**config.mk**
```make
export PLATFORM = sky130hd
export DESIGN_NAME = e1_tx_pins
export DESIGN_NICKNAME = d
export VERILOG_FILES = /design/src/core/e1_tx_pins.v
export VERILOG_INCLUDE_DIRS = /design/src /design/src/core
export SDC_FILE = /design/constraint.sdc
export NUM_CORES = 1
export LEC_CHECK = 0
export ABC_AREA = 1
export BUFFER_PORTS_ARGS = -buffer_cell sky130_fd_sc_hd__buf_2
export CORE_MARGIN = 3
export CORE_UTILIZATION = 58
export CTS_BUF_LIST = sky130_fd_sc_hd__clkbuf_8 sky130_fd_sc_hd__clkbuf_16
export DETAILED_ROUTE_END_ITERATION = 10
export GPL_TIMING_DRIVEN = 1
export HOLD_SLACK_MARGIN = 0.06
export PLACE_DENSITY = 0.88
export SYNTH_ARGS = -nofsm -noshare
export SYNTH_HDL_FRONTEND = slang
export SYNTH_SLANG_ARGS = --single-unit
```
**constraint.sdc**
```tcl
create_clock -name clk_sys -period 1.7 [get_ports clk_sys]
set_input_delay 0.255 -clock clk_sys [delete_from_list [all_inputs] [get_ports clk_sys]]
set_output_delay 0.255 -clock clk_sys [all_outputs]
set_load 0.01 [all_outputs]
```
**src/core/e1_tx_map.vh**
```
// Constants for the E1 transmit pin interface
`ifndef E1_TX_MAP_VH
`define E1_TX_MAP_VH
`define ADDR_CONTROL_ONE 4'h0
`define ADDR_CONTROL_TWO 4'h1
`define ADDR_BLOCK_LO 4'h2
`define ADDR_BLOCK_HI 4'h3
`define ADDR_STATUS 4'h4
`define ADDR_LINE_DATA 4'h5
`define BIT_NRZ_OUT 7
`define BIT_STORE_EN 0
`define BIT_LOSS_OF_TX_CLOCK_EN 1
`define BIT_REMOTE_LOOP 2
`define BIT_SYNC_OUT 3
`define BIT_LINK_EN 4
`define BIT_SIG_EN 5
`define BIT_MF_SYNC 6
`define FLD_SA_LO 4
`define FLD_SA_HI 0
`define LOSS_OF_TX_CLOCK_TIME_NS 5000
`define CLK_PERIOD_NS 20
`define BITS_PER_FRAME 9'h100
`define FRAMES_PER_MF 4'h0010
`define SA_FIRST 3'h3
`define CHAN_LSB 3'h7
`endif

```
**src/core/e1_tx_pins.v**
```verilog
// E1 transmit side pin interface with serial store, formatter and line mux
//
// Local design decisions: the strobed register port and the address map.
`timescale 1ns/1ns
`include "e1_tx_map.vh"
module e1_tx_pins #(
    parameter CLK_NS = `CLK_PERIOD_NS
) (
    input wire clk_sys,
    input wire rst_n,
    input wire [3:0] addr,
    input wire [7:0] wdata,
    input wire wr_stb,
    input wire rd_stb,
    output reg [7:0] rdata,
    input wire tx_clock,
    input wire tx_system_clock,
    input wire tx_serial_data,
    input wire tx_signaling_in,
    input wire tx_link_data,
    output reg tx_link_clock,
    output reg tx_channel_clock,
    output reg tx_channel_block,
    input wire tx_sync_in,
    output reg tx_sync_out,
    output wire tx_sync_oe_n,
    input wire tx_system_sync,
    output reg tx_store_out,
    input wire tx_formatter_in,
    output reg tx_positive_out,
    output reg tx_negative_out,
    output wire tx_formatter_clock_out,
    input wire recovered_clock_out,
    input wire rx_framer_clock_in,
    input wire tx_positive_in,
    input wire tx_negative_in,
    input wire tx_line_clock_in,
    input wire line_interface_connect_strap,
    output reg line_pos,
    output reg line_neg,
    output reg loss_of_tx_clock
);

// ----------------------------------------------------------------
// Timing constants
// ----------------------------------------------------------------
localparam LOSS_OF_TX_CLOCK_CYC = `LOSS_OF_TX_CLOCK_TIME_NS / CLK_NS;

// Rounds an up-count target to at least one cycle
function [15:0] at_least_one;
    input integer v;
    begin
        at_least_one = (v < 1) ? 16'h0001 : v[15:0];
    end
endfunction

localparam [15:0] LOSS_OF_TX_CLOCK_LIMIT = at_least_one(LOSS_OF_TX_CLOCK_CYC);

// Falling edge of a sampled level, given its current and previous sample
function fell;
    input now_v;
    input old_v;
    begin
        fell = old_v & ~now_v;
    end
endfunction

// ----------------------------------------------------------------
// Operating notes
// ----------------------------------------------------------------
// Every pin is sampled by clk_sys, so pin clocks must stay well below
// a quarter of the system clock; a 2 MHz bit clock leaves ample room.
// A pin edge reaches the logic about three system cycles late, and
// registered outputs that follow pin clocks carry that latency; tx_formatter_clock_out is a cycle earlier.
// The elastic store is modelled as a straight path: with it enabled
// the system clock retimes the serial and signaling capture and the
// frame counter, and tx_system_sync sets the frame boundary.
// Bursty system clocks are accepted because only edges are counted,
// never periods.
// Clock loss is judged on synchronised tx_clock edges, both polarities, so a
// clock stuck high or stuck low is caught alike.
// The loss flag clears on the first edge after the clock returns;
// there is no hysteresis, so a marginal clock may flicker the flag.
// Remote loopback wins over loss substitution when both are set.
// The formatter clock output is a mux of synchronised clocks; it is
// meant for the loop-through pins, not for clocking other logic.
// The strap joins the line interface to the formatter; the external
// loop-through pins are then ignored and should be tied low.
// The NRZ output bit shares its place with the Sa7 enable, so NRZ
// output and Sa7 insertion always go together.
// Link bits fill timeslot 0 of odd frames only; the demand clock
// stays high across adjacent enabled Sa positions.
// Only the low byte of each half of the block mask is writable;
// channels 8 to 15 and 24 to 31 are never blocked.
// Line coding is plain AMI; no zero substitution is made.
// Unmapped register reads return zero, unmapped writes are dropped.

// ----------------------------------------------------------------
// Registers
// ----------------------------------------------------------------
reg [7:0] tx_control_one;
reg [7:0] ctrl_two;
reg [31:0] block_mask;
wire store_en = ctrl_two[`BIT_STORE_EN];
wire loss_of_tx_clock_en = ctrl_two[`BIT_LOSS_OF_TX_CLOCK_EN];
wire remote_loop = ctrl_two[`BIT_REMOTE_LOOP];
wire sync_out_en = ctrl_two[`BIT_SYNC_OUT];
wire link_en = ctrl_two[`BIT_LINK_EN];
wire sig_en = ctrl_two[`BIT_SIG_EN];
wire mf_sync = ctrl_two[`BIT_MF_SYNC];
wire [4:0] sa_enable = {tx_control_one[`FLD_SA_HI], tx_control_one[`FLD_SA_LO +: 4]};

// Two-flop synchronisers for every pin; third stage for edges
reg [13:0] s1;
reg [13:0] s2;
reg [13:0] s3;
wire [13:0] raw = {tx_clock, tx_system_clock, tx_serial_data, tx_signaling_in,
    tx_link_data, tx_sync_in, tx_system_sync, tx_formatter_in, recovered_clock_out,
    rx_framer_clock_in, tx_positive_in, tx_negative_in, tx_line_clock_in,
    line_interface_connect_strap};
always @(posedge clk_sys or negedge rst_n) begin
    if (!rst_n) begin
        s1 <= 14'h0000;
        s2 <= 14'h0000;
        s3 <= 14'h0000;
    end else begin
        s1 <= raw;
        s2 <= s1;
        s3 <= s2;
    end
end
wire tx_clock_fall = fell(s2[13], s3[13]);
wire tx_clock_rise = ~s3[13] & s2[13];
wire sclk_fall = fell(s2[12], s3[12]);
wire ser_d = s2[11];
wire sig_d = s2[10];
wire link_d = s2[9];
wire sync_d = s2[8] & ~s3[8];
wire ssync_d = s2[7] & ~s3[7];
wire fmt_d = s2[6];
wire strap = s2[0];

// Domain clock edge: system clock with store on, else tx_clock
wire dom_fall = store_en ? sclk_fall : tx_clock_fall;

// ----------------------------------------------------------------
// Loss of transmit clock detector
// ----------------------------------------------------------------
reg [15:0] idle_cnt;
always @(posedge clk_sys or negedge rst_n) begin
    if (!rst_n) begin
        idle_cnt <= 16'h0000;
        loss_of_tx_clock <= 1'b0;
    end else if (tx_clock_fall | tx_clock_rise) begin
        idle_cnt <= 16'h0000;
        loss_of_tx_clock <= 1'b0;
    end else if (idle_cnt >= LOSS_OF_TX_CLOCK_LIMIT) begin
        loss_of_tx_clock <= 1'b1;
    end else begin
        idle_cnt <= idle_cnt + 16'h0001;
    end
end

// ----------------------------------------------------------------
// Formatter clock selection and line-interface join
// ----------------------------------------------------------------
wire loss_of_tx_clock_active = loss_of_tx_clock_en & loss_of_tx_clock;
wire fclk = remote_loop ? s2[4] : (loss_of_tx_clock_active ? s2[5] : s2[13]);
assign tx_formatter_clock_out = fclk;
reg fclk_q;
reg lclk_q;
wire lclk = strap ? fclk : s2[1];
always @(posedge clk_sys or negedge rst_n) begin
    if (!rst_n) begin
        fclk_q <= 1'b0;
        lclk_q <= 1'b0;
    end else begin
        fclk_q <= fclk;
        lclk_q <= lclk;
    end
end
wire fclk_rise = fclk & ~fclk_q;
wire fclk_fall = fell(fclk, fclk_q);
wire lclk_fall = fell(lclk, lclk_q);

// ----------------------------------------------------------------
// Frame counter in the selected domain
// ----------------------------------------------------------------
reg [7:0] bit_cnt;
reg [3:0] frame_cnt;
wire boundary = store_en ? ssync_d : (sync_d & ~sync_out_en);
always @(posedge clk_sys or negedge rst_n) begin
    if (!rst_n) begin
        bit_cnt <= 8'h00;
        frame_cnt <= 4'h0;
    end else if (boundary) begin
        bit_cnt <= 8'h00;
        frame_cnt <= 4'h0;
    end else if (dom_fall) begin
        bit_cnt <= bit_cnt + 8'h01;
        if (bit_cnt == 8'hff) frame_cnt <= frame_cnt + 4'h1;
    end
end
wire [4:0] chan = bit_cnt[7:3];
wire [2:0] bitpos = bit_cnt[2:0];

// Channel clock, channel block and sync pulse outputs
always @(posedge clk_sys or negedge rst_n) begin
    if (!rst_n) begin
        tx_channel_clock <= 1'b0;
        tx_channel_block <= 1'b0;
        tx_sync_out <= 1'b0;
    end else begin
        tx_channel_clock <= (bitpos == `CHAN_LSB);
        tx_channel_block <= block_mask[chan];
        tx_sync_out <= (bit_cnt == 8'h00) & (!mf_sync | frame_cnt == 4'h0);
    end
end
assign tx_sync_oe_n = ~sync_out_en;

// ----------------------------------------------------------------
// Serial and signaling capture, store output
// ----------------------------------------------------------------
reg ser_bit;
reg sig_bit;
reg [7:0] sig_cnt;
always @(posedge clk_sys or negedge rst_n) begin
    if (!rst_n) begin
        ser_bit <= 1'b0;
        sig_bit <= 1'b0;
        sig_cnt <= 8'h00;
        tx_store_out <= 1'b0;
    end else begin
        if (dom_fall) begin
            ser_bit <= ser_d;
            if (sig_en) begin
                sig_bit <= sig_d;
                sig_cnt <= sig_cnt + 8'h01;
            end
        end
        if (tx_clock_rise) tx_store_out <= ser_bit;
    end
end

// ----------------------------------------------------------------
// Link demand clock and link bit capture for Sa bits
// ----------------------------------------------------------------
wire odd_frame = frame_cnt[0];
wire [2:0] sa_idx = bitpos - `SA_FIRST;
wire sa_slot = odd_frame & (chan == 5'h00) & (bitpos >= `SA_FIRST);
wire sa_want = sa_slot & sa_enable[sa_idx];
reg link_bit;
always @(posedge clk_sys or negedge rst_n) begin
    if (!rst_n) begin
        tx_link_clock <= 1'b0;
        link_bit <= 1'b0;
    end else begin
        tx_link_clock <= link_en & sa_want;
        if (tx_clock_fall & link_en & sa_want) link_bit <= link_d;
    end
end

// ----------------------------------------------------------------
// Formatter: insert link bits, AMI encode, drive outputs
// ----------------------------------------------------------------
reg fmt_bit;
reg ami_flip;
always @(posedge clk_sys or negedge rst_n) begin
    if (!rst_n) begin
        fmt_bit <= 1'b0;
        ami_flip <= 1'b0;
        tx_positive_out <= 1'b0;
        tx_negative_out <= 1'b0;
    end else begin
        if (tx_clock_fall) fmt_bit <= (link_en & sa_want) ? link_bit : fmt_d;
        if (fclk_rise) begin
            if (tx_control_one[`BIT_NRZ_OUT]) begin
                tx_positive_out <= fmt_bit;
                tx_negative_out <= 1'b0;
            end else begin
                tx_positive_out <= fmt_bit & ~ami_flip;
                tx_negative_out <= fmt_bit & ami_flip;
                if (fmt_bit) ami_flip <= ~ami_flip;
            end
        end
    end
end

// Line-interface sampling, joined to formatter when strapped
always @(posedge clk_sys or negedge rst_n) begin
    if (!rst_n) begin
        line_pos <= 1'b0;
        line_neg <= 1'b0;
    end else if (lclk_fall) begin
        line_pos <= strap ? tx_positive_out : s2[3];
        line_neg <= strap ? tx_negative_out : s2[2];
    end
end

// ----------------------------------------------------------------
// Register port
// ----------------------------------------------------------------
always @(posedge clk_sys or negedge rst_n) begin
    if (!rst_n) begin
        tx_control_one <= 8'h00;
        ctrl_two <= 8'h00;
        block_mask <= 32'h0000_0000;
        rdata <= 8'h00;
    end else begin
        if (wr_stb) begin
            case (addr)
                `ADDR_CONTROL_ONE: tx_control_one <= wdata;
                `ADDR_CONTROL_TWO: ctrl_two <= wdata;
                `ADDR_BLOCK_LO: block_mask[15:0] <= {8'h00, wdata} | (block_mask[15:0] & 16'hff00);
                `ADDR_BLOCK_HI: block_mask[31:16] <= {8'h00, wdata} | (block_mask[31:16] & 16'hff00);
                default: ;
            endcase
        end
        if (rd_stb) begin
            case (addr)
                `ADDR_CONTROL_ONE: rdata <= tx_control_one;
                `ADDR_CONTROL_TWO: rdata <= ctrl_two;
                `ADDR_BLOCK_LO: rdata <= block_mask[7:0];
                `ADDR_BLOCK_HI: rdata <= block_mask[23:16];
                `ADDR_STATUS: rdata <= {5'h00, loss_of_tx_clock_active, loss_of_tx_clock, strap};
                `ADDR_LINE_DATA: rdata <= {6'h00, line_pos, line_neg};
                default: rdata <= 8'h00;
            endcase
        end
    end
end

endmodule

```
* Word-level counts from Yosys, hierarchy flattened
Index checks and enable logic that the tools add are counted.
** Operators by class
- Add/sub/neg operators :: 4
- $lt $le $gt $ge :: 4
- Equality and inequality tests :: 8
- Multiplexer cells :: 24
- Bitwise operators :: 32
- Reduce and logical (&&, ||, !) cells :: 14
** Operators with widths (count)
- $pmux W8 S6 :: 1
- $mux W16 :: 2
- $or A8 B16 Y16 :: 2
- $and A1 B1 Y1 :: 18
- $add A16 B1 Y16 const B :: 1
- $ge A16 B8 Y1 const B :: 1
- $mux W8 :: 2
- $mux W1 :: 14
- $mux W4 :: 3
- $not A1 Y1 :: 10
- $reduce_and A2 Y1 :: 5
- $add A8 B1 Y8 const B :: 1
- $eq A4 B2 Y1 const B :: 2
- $eq A4 B3 Y1 const B :: 2
- $eq A8 B8 Y1 const B :: 1
- $logic_not A4 Y1 :: 2
- $logic_not A8 Y1 :: 1
- $lt A5 B6 Y1 const B :: 1
- $reduce_bool A2 Y1 :: 3
- $bmux W1 S5 :: 1
- $logic_not A5 Y1 :: 1
- $add A4 B1 Y4 const B :: 1
- $eq A4 B1 Y1 const B :: 1
- $lt A3 B4 Y1 const B :: 1
- 8 further kinds :: 9
** Word-level totals
- Flip-flop bits (word level) :: 142
- Input port bits :: 30

* Logic depth before layout (Yosys ltp)
Gate-level depths: netlist of the first run.
- Word-level depth :: 6
- Depth in mapped cells :: 10
- Depth with buffers taken out :: 10

* Least setup slack after synthesis of the first run
No wires, ideal clock.
- Kind :: register to register
- From :: register bit_cnt[0]
- To :: register link_bit
- Library setup time :: 117 ps
- Arrival :: 1434 ps
- Path slack :: 149 ps
- Cell stages (with the launch flop) :: 8
- Path buffers :: 0
- Clock period less this slack :: 1551 ps
- Path through :: dfrtp_1 -> ha_1 -> ha_1 -> nand2_1 -> a21boi_0 -> nand3_1 -> nand2_1 -> nand2_1
** On the way
- Word-level cells in the longest chain between the ends :: 5
- Elaborated cells on any way between the ends :: 7
- Those cells by class :: add/sub (1); order compare (1); mux (2); bitwise (3)
** RTL lines
- from (decl) :: RTL line e1_tx_pins.v:189 : reg [7:0] bit_cnt;
- from (signal assigned) :: RTL line e1_tx_pins.v:200 : bit_cnt <= bit_cnt + 8'h01;
- $sub A3 B2 Y3 (no source line)
- $bmux W1 S3 :: RTL line e1_tx_pins.v:251 : wire sa_want = sa_slot & sa_enable[sa_idx];
- $mux W1 (not written as such) :: RTL line e1_tx_pins.v:251
- $and A1 B1 Y1 * :: RTL line e1_tx_pins.v:251
- $and A1 B1 Y1 * :: RTL line e1_tx_pins.v:259 : if (tx_clock_fall & link_en & sa_want) link_bit <= link_d;
- to (signal assigned) :: RTL line e1_tx_pins.v:259
- to (decl) :: RTL line e1_tx_pins.v:252 : reg link_bit;
Every way passes the cells marked *; elsewhere a longest branch is shown, timed or not. The select of a mux whose other input is x is not followed.
A chain may end at the register's enable or synchronous reset.

* Final worst setup path of the first run
- From :: register loss_of_tx_clock
- To :: output tx_formatter_clock_out
** On the way
- Word-level cells in the longest chain between the ends :: 3
** RTL lines
- from (decl) :: RTL line e1_tx_pins.v:41 : output reg loss_of_tx_clock
- from (signal assigned) :: RTL line e1_tx_pins.v:153 : loss_of_tx_clock <= 1'b0;
- from (signal assigned) :: RTL line e1_tx_pins.v:156 : loss_of_tx_clock <= 1'b0;
- from (signal assigned) :: RTL line e1_tx_pins.v:158 : loss_of_tx_clock <= 1'b1;
- $and A1 B1 Y1 :: RTL line e1_tx_pins.v:167 : wire loss_of_tx_clock_active = loss_of_tx_clock_en & loss_of_tx_clock;
- $mux W1 (2 in a row) :: RTL line e1_tx_pins.v:168 : wire fclk = remote_loop ? s2[4] : (loss_of_tx_clock_active ? s2[5] : s2[13]);
- to (decl) :: RTL line e1_tx_pins.v:32 : output wire tx_formatter_clock_out,
Every way passes these cells.

==> results of run 1 <==
stage by stage:
step | utilization, % | TNS, ps | hold WS [ps] | worst slack (ps) | cell area, sq um
CTS | 74.6 | -18.9 | 61.4 | -18.9 | 6160
finish | 75.6 | -18.6 | 58.6 | -18.6 | 6240
floorplan | - | 0 | -40.6 | 149 | 4970
global placement | 65.3 | 0 | 73.5 | 118 | 5390
detailed placement | 65.3 | 0 | 70.8 | 31.9 | 5390
global route | 75.6 | -113 | 63.2 | -99.5 | 6240
report_power, final:
part | total (mW) | internal (mW) | switching (mW)
sequential | 3.37 | 3.06 | 0.313
clock | 3.44 | 2.21 | 1.23
combinational | 1.33 | 0.512 | 0.819
Yosys cell counts:
cell	count
buf_6	2
buf_4	1
o211ai_1	2
a21boi_0	1
nor3b_1	1
nor3_4	2
nand4_1	12
xor2_1	4
nand3b_1	1
o21ai_2	8
nor4_1	1
buf_2	5
and3_1	1
dfrtp_1	114
nand2_2	5
inv_2	1
nor3_1	5
or2_2	1
nand2_4	2
nand3_1	29
xnor2_1	1
nor2_4	2
nor2_1	38
mux2i_1	2
o22ai_1	1
ha_1	10
clkbuf_1	4
nand2_1	165
o31ai_1	4
a21oi_1	11
inv_1	64
o21ai_1	5
o21ai_0	50
a211oi_1	1
how the worst max path moves through the flow:
| stage | startpoint | end | slack [ps] | depth (start not counted) |
|---|---|---|---|---|
| 3_3_place_gp | bit_cnt[0] | link_bit | 120 | 7 |
| 4_1_cts | ctrl_two[1] | tx_formatter_clock_out | -20 | 5 |
| 3_5_place_dp | bit_cnt[0] | link_bit | 30 | 7 |
| 2_1_floorplan | bit_cnt[0] | link_bit | 150 | 7 |
| 5_1_grt | s2[5] | tx_formatter_clock_out | -100 | 5 |
| 6_report | loss_of_tx_clock | tx_formatter_clock_out | -20 | 4 |
registers in the layout, summed over array words and instances, names as in the netlist, 4 cells and up:
name            count
bit_cnt             8
block_mask         16
ctrl_two            8
frame_cnt           4
idle_cnt           16
rdata               8
s1                 13
s2                 13
s3                  4
tx_control_one      8
cells by family (layout without fill, tap and decap cells):
family	after synthesis	after routing	share of synthesized area (%)
DFF	114	114	57.4
xor gates and xnor gates	5	5	0.881
buffers and inverters	77	178	6.32
and+or+nand+nor	265	265	23.1
muxes	2	2	0.403
AOI/OAI and AO/OA	83	83	9.39
adders and majority gates	10	10	2.52
timing repair:
item / in CTS / in global routing
pin swaps: 1 / 1
endpoints found under the setup margin: 7 / 18
hold buffers: 17 / 0
hold endpoints to repair: 131 / 0
setup buffers: 1 / 2
resized for setup: 6 / 19
layout make-up:
type,instances,area share [%]
Clock buffer,21,7.52
Clock inverter,10,1.76
Inverter,65,3.91
Multi-Input combinational cell,365,30.0
Sequential cell,114,45.7
Tap cell,105,2.11
Timing Repair Buffer,82,8.96
metal layers:
metal	routed length, um	part of all wire (%)	global-route usage (%)
met1	4740	36	32.0
met2	6850	52	48.6
met3	956	7.3	7.22
met4	594	4.5	14.8
met5	0	0	0
tightest hold or removal path, stage by stage:
cell and delay (ps):
buf_2 80, inv_1 70, o21ai_2 140
==> impl_metrics.tcl, run 1 <==
set metrics [dict create \
    drtAntennaViolNets 0 \
    top_level_ports 50 \
    synth.net_count 596 \
    num_antenna_cells 0 \
    ir_drop_mv 0.884 \
    number_of_antenna_violations_at_the_first_check_in_global_routing 0 \
    actual_slew_at_the_worst_max_slew_pin_ps 413 \
    cp_slowest_stage_delay_ps 430 \
    class_of_the_most_critical_hold_timing_path "in2reg" \
    dr.pass1.iters 5 \
    multi_input_area_sq_mm 0.00187 \
    die_w_um 98.6 \
    place_congestion 0.921 \
    fillCellCount 520 \
    total_power_mw 8.15 \
    ff2ff_setup_slack_ps 50 \
    final_nets 685 \
    failed_checks "negative setup slack" \
    max_cap_viol_count 0 \
    layout.cells.most_common_list "nand2_1, dfrtp_1, inv_1, o21ai_0, buf_2" \
    yosysWarningCount 0 \
    post_synth.cell_area_avg_sq_um 8.94 \
    syn_inst 556 \
    final.period_utilization_pct 101 \
    fraction_of_layout_cells_with_a_size_suffix_above_1_pct 20.7 \
    worst_r2r_path_depth 10 \
    layout.area.seq_sq_mm 0.00285 \
    post_synth_instance_area_sq_mm 0.00497 \
    cts_buffers 17 \
    dpl.cell_count 711 \
    post_layout_nonfiller_instances 762 \
    synth.ff_latch_count 114 \
    areaGrowthSynthToFinish_pct 25.5 \
    worst-setup-path-type "reg2out" \
    grt_remaining_overflow 0 \
    timing.critical_path.buf_inv 1 \
    via_count 4419 \
    end_point_of_the_worst_hold_path "ctrl_two[6]" \
    slew-limit-headroom_pct 72.5 \
    grt_pass1_vias 4515 \
    clkSlewWorstSetupHoldPaths_ps 60 \
    cp_top_family "flip-flops" \
    slew_violations 0 \
    critPathLaunchType "register" \
    place.detailed.hpwl_um 7650 \
    rsz0062_at_grt "yes" \
    result_of_the_run "finished, violations left" \
    yosys.area.top_type_share_pct 57.4 \
    routed_wirelength_normalized_by_instance_count_um 17.2 \
    final_period_minus_worst_setup_slack_ps 1720 \
    endpoint_class_of_the_critical_path "output port" \
    core_area_sq_mm 0.00826 \
    layout_commonest_cell "nand2_1" \
    p_per_area_mw_per_mm2 1310 \
    critPathMaxFanout 4 \
    netlist_top_cells_area "dfrtp_1, nand2_1, o21ai_0" \
    final.setup.worst_slack_ps -18.6 \
    fmax_mhz 582 \
    crit_required_ps 1440 \
    count_of_h_tree_levels_built_during_cts 4 \
    drc 0 \
    synth_area_leader_cell "dfrtp_1" \
    clock_tree.buffer_depth 2 \
    rows 33 \
    track_usage_pct 28.1 \
    die_area_sq_mm 0.00972 \
    timing.rr.start "idle_cnt[0]" \
    worstPathArrival_ps 1460 \
    cts-root-buf "clkbuf_8" \
    chipHeight_um 98.6 \
    tritoncts "yes" \
    critical_path.cell_chain "nand3_1 > nand3b_1 > nand2_2 > buf_6" \
    crit_path_top_delay_cell "dfrtp_1" \
    grt_start_max_net_pins 58 \
    start_util_pct 60.2 \
    timing.final.hold_violations 0 \
    first_iter_violations 547 \
    clock-sinks 114 \
    final-setup-viol-count 1 \
    drt-total-wl_um 13100 \
    hp_start "wdata[6]" \
    power_leakage_nw 3.21 \
    io_buffers 48 \
    grt_first_pass_wirelength_um 21200 \
    netlist-cell-type-count 34 \
    endpoint_of_the_lowest_slack_register_to_register_path "idle_cnt[4]" \
    hold_depth 3 \
    detail_route.vias_per_cell 5.80 \
    clkLatencyLatePin_ps 530 \
    worst_clock_skew_ps 8.98 \
    sequential_share_of_the_synthesized_area_pct 57.4 \
]
Note: power is estimated with default switching activity, not from simulation.
==> run 2, diff against run 1 <==
==> constraint.sdc (replaced) <==
create_clock -name clk_sys -period 1.7 [get_ports clk_sys]
set_input_delay 0.255 -clock clk_sys [delete_from_list [all_inputs] [get_ports clk_sys]]
set_output_delay 0.255 -clock clk_sys [all_outputs]
set_load 0.005 [all_outputs]
==> impl_metrics.tcl, run 2 (synthesis gave the netlist of run 1 again) <==
set metrics [dict create \
    drc 0 \
    power_leakage_nw 3.21 \
    worstPathArrival_ps 1450 \
    rsz0062_at_grt "yes" \
    top_regs "block_mask (16), idle_cnt (16)" \
    io_buffers 48 \
    cp_top_family "flip-flops" \
    grt_pass1_vias 4515 \
    fraction_of_layout_cells_with_a_size_suffix_above_1_pct 20.7 \
    critPathMaxFanout 4 \
    ir_drop_mv 0.883 \
    critPathLaunchType "register" \
    via_count 4347 \
    clock_tree.buffer_depth 2 \
    start_util_pct 60.2 \
    rows 33 \
    postLayoutCellArea_sq_mm 0.00623 \
    timing.final.hold_violations 0 \
    track_usage_pct 28.1 \
    grt_start_max_net_pins 58 \
    top_level_ports 50 \
    clock-sinks 114 \
    worst-setup-path-type "reg2out" \
    crit_path_top_delay_cell "dfrtp_1" \
    number_of_antenna_violations_at_the_first_check_in_global_routing 0 \
    fillCellCount 523 \
    timing.critical_path.buf_inv 1 \
    cp_slowest_stage_delay_ps 430 \
    areaGrowthSynthToFinish_pct 25.4 \
    chipHeight_um 98.6 \
    first_iter_violations 519 \
    post-place-ws_ps 31.9 \
    final.setup.worst_slack_ps -7.59 \
    count_of_h_tree_levels_built_during_cts 4 \
    dr.pass1.iters 7 \
    critical_path.cell_chain "nand3_1 > nand3b_1 > nand2_2 > buf_2" \
    slew_violations 0 \
    final_period_minus_worst_setup_slack_ps 1710 \
    clkLatencyLatePin_ps 530 \
    place.detailed.hpwl_um 7650 \
    actual_slew_at_the_worst_max_slew_pin_ps 424 \
    tritoncts "yes" \
    final.period_utilization_pct 100 \
    grt_first_pass_wirelength_um 21200 \
    result_of_the_run "finished, violations left" \
    slew-limit-headroom_pct 71.7 \
    cts-root-buf "clkbuf_8" \
    num_antenna_cells 0 \
    final_nets 685 \
    clkSlewWorstSetupHoldPaths_ps 60 \
    die_w_um 98.6 \
    cts_buffers 17 \
    class_of_the_most_critical_hold_timing_path "in2reg" \
    failed_checks "negative setup slack" \
    drtAntennaViolNets 0 \
    crit_required_ps 1440 \
    die_area_sq_mm 0.00972 \
    final_util_pct 75.5 \
    layout_commonest_cell "nand2_1" \
    routed_wirelength_normalized_by_instance_count_um 17.2 \
    dpl-instance-area_sq_mm 0.00539 \
    layout.area.seq_sq_mm 0.00285 \
    final-setup-viol-count 1 \
    endpoint_class_of_the_critical_path "output port" \
    drt-total-wl_um 13100 \
    layout.cells.most_common_list "nand2_1, dfrtp_1, inv_1, o21ai_0, buf_2" \
    worst_clock_skew_ps 8.56 \
    fmax_mhz 586 \
    max_cap_viol_count 0 \
    grt_remaining_overflow 0 \
    detail_route.vias_per_cell 5.70 \
    multi_input_area_sq_mm 0.00187 \
    core_area_sq_mm 0.00826 \
    p_per_area_mw_per_mm2 1300 \
    place_congestion 0.921 \
]
-- run 2: worst register-to-register path, cell delays in order, from the launching register on --
cell	delay, ps
dfrtp_2	440
inv_1	80
ha_1	140
nor2_1	50
a21oi_1	150
nand2_1	80
nand2_2	150
nand2_2	100
inv_1	140
nand2_1	100
o31ai_1	90
-- run 2: cell type report --
type / instances / area share (%)
timing repair buffer: 82 / 8.87
clock buffer: 21 / 7.53
sequential: 114 / 45.8
multi-input combinational: 365 / 30.0
inverter: 65 / 3.91
tap: 105 / 2.11
clock inverter: 10 / 1.77
-- run 2: stage by stage --
stage / setup TNS [ps] / cells / hold slack (ps) / power (mW)
floorplan: 0 / 556 / -40.6 / 3.98
global placement: 0 / 711 / 73.5 / 4.37
detailed placement: 0 / 711 / 70.8 / 4.46
CTS: -3.59 / 760 / 61.4 / 8.02
global route: -107 / 762 / 63.2 / 8.42
finish: -7.59 / 762 / 54.4 / 8.10
-- run 2: layer usage --
layer,vias to the layer above,share of wire (%),GRT usage [%]
li1,1967,-,-
met1,2093,37,32.0
met2,214,52,48.6
met3,73,6.7,7.22
met4,0,4.2,14.8
met5,-,0,0
-- run 2: final timing paths --
path	startpoint	endpoint	slack (ps)	cells after the start
setup / recovery	ctrl_two[1]	tx_formatter_clock_out	-8	4
hold / removal	wdata[6]	ctrl_two[6]	50	3
setup reg to reg	idle_cnt[0]	idle_cnt[4]	80	10
hold reg to reg	s1[13]	s2[13]	350	0
max in group asynchronous	rst_n	line_pos	1080	3
min in group asynchronous	rst_n	tx_channel_clock	80	2
-- run 2: repair_timing --
| action | CTS | global route |
|---|---|---|
| setup buffers | 1 | 2 |
| endpoints found under the setup margin | 7 | 18 |
| hold endpoints to repair | 131 | 0 |
| pin swaps | 1 | 1 |
| resized for setup | 6 | 18 |
| hold buffers | 17 | 0 |
-- run 2: report_power, final --
group / internal [mW] / total, mW / leakage (nW) / switching [mW]
combinational: 0.505 / 1.28 / 1.48 / 0.778
sequential: 3.06 / 3.37 / 1.45 / 0.313
clock: 2.21 / 3.45 / 0.277 / 1.23
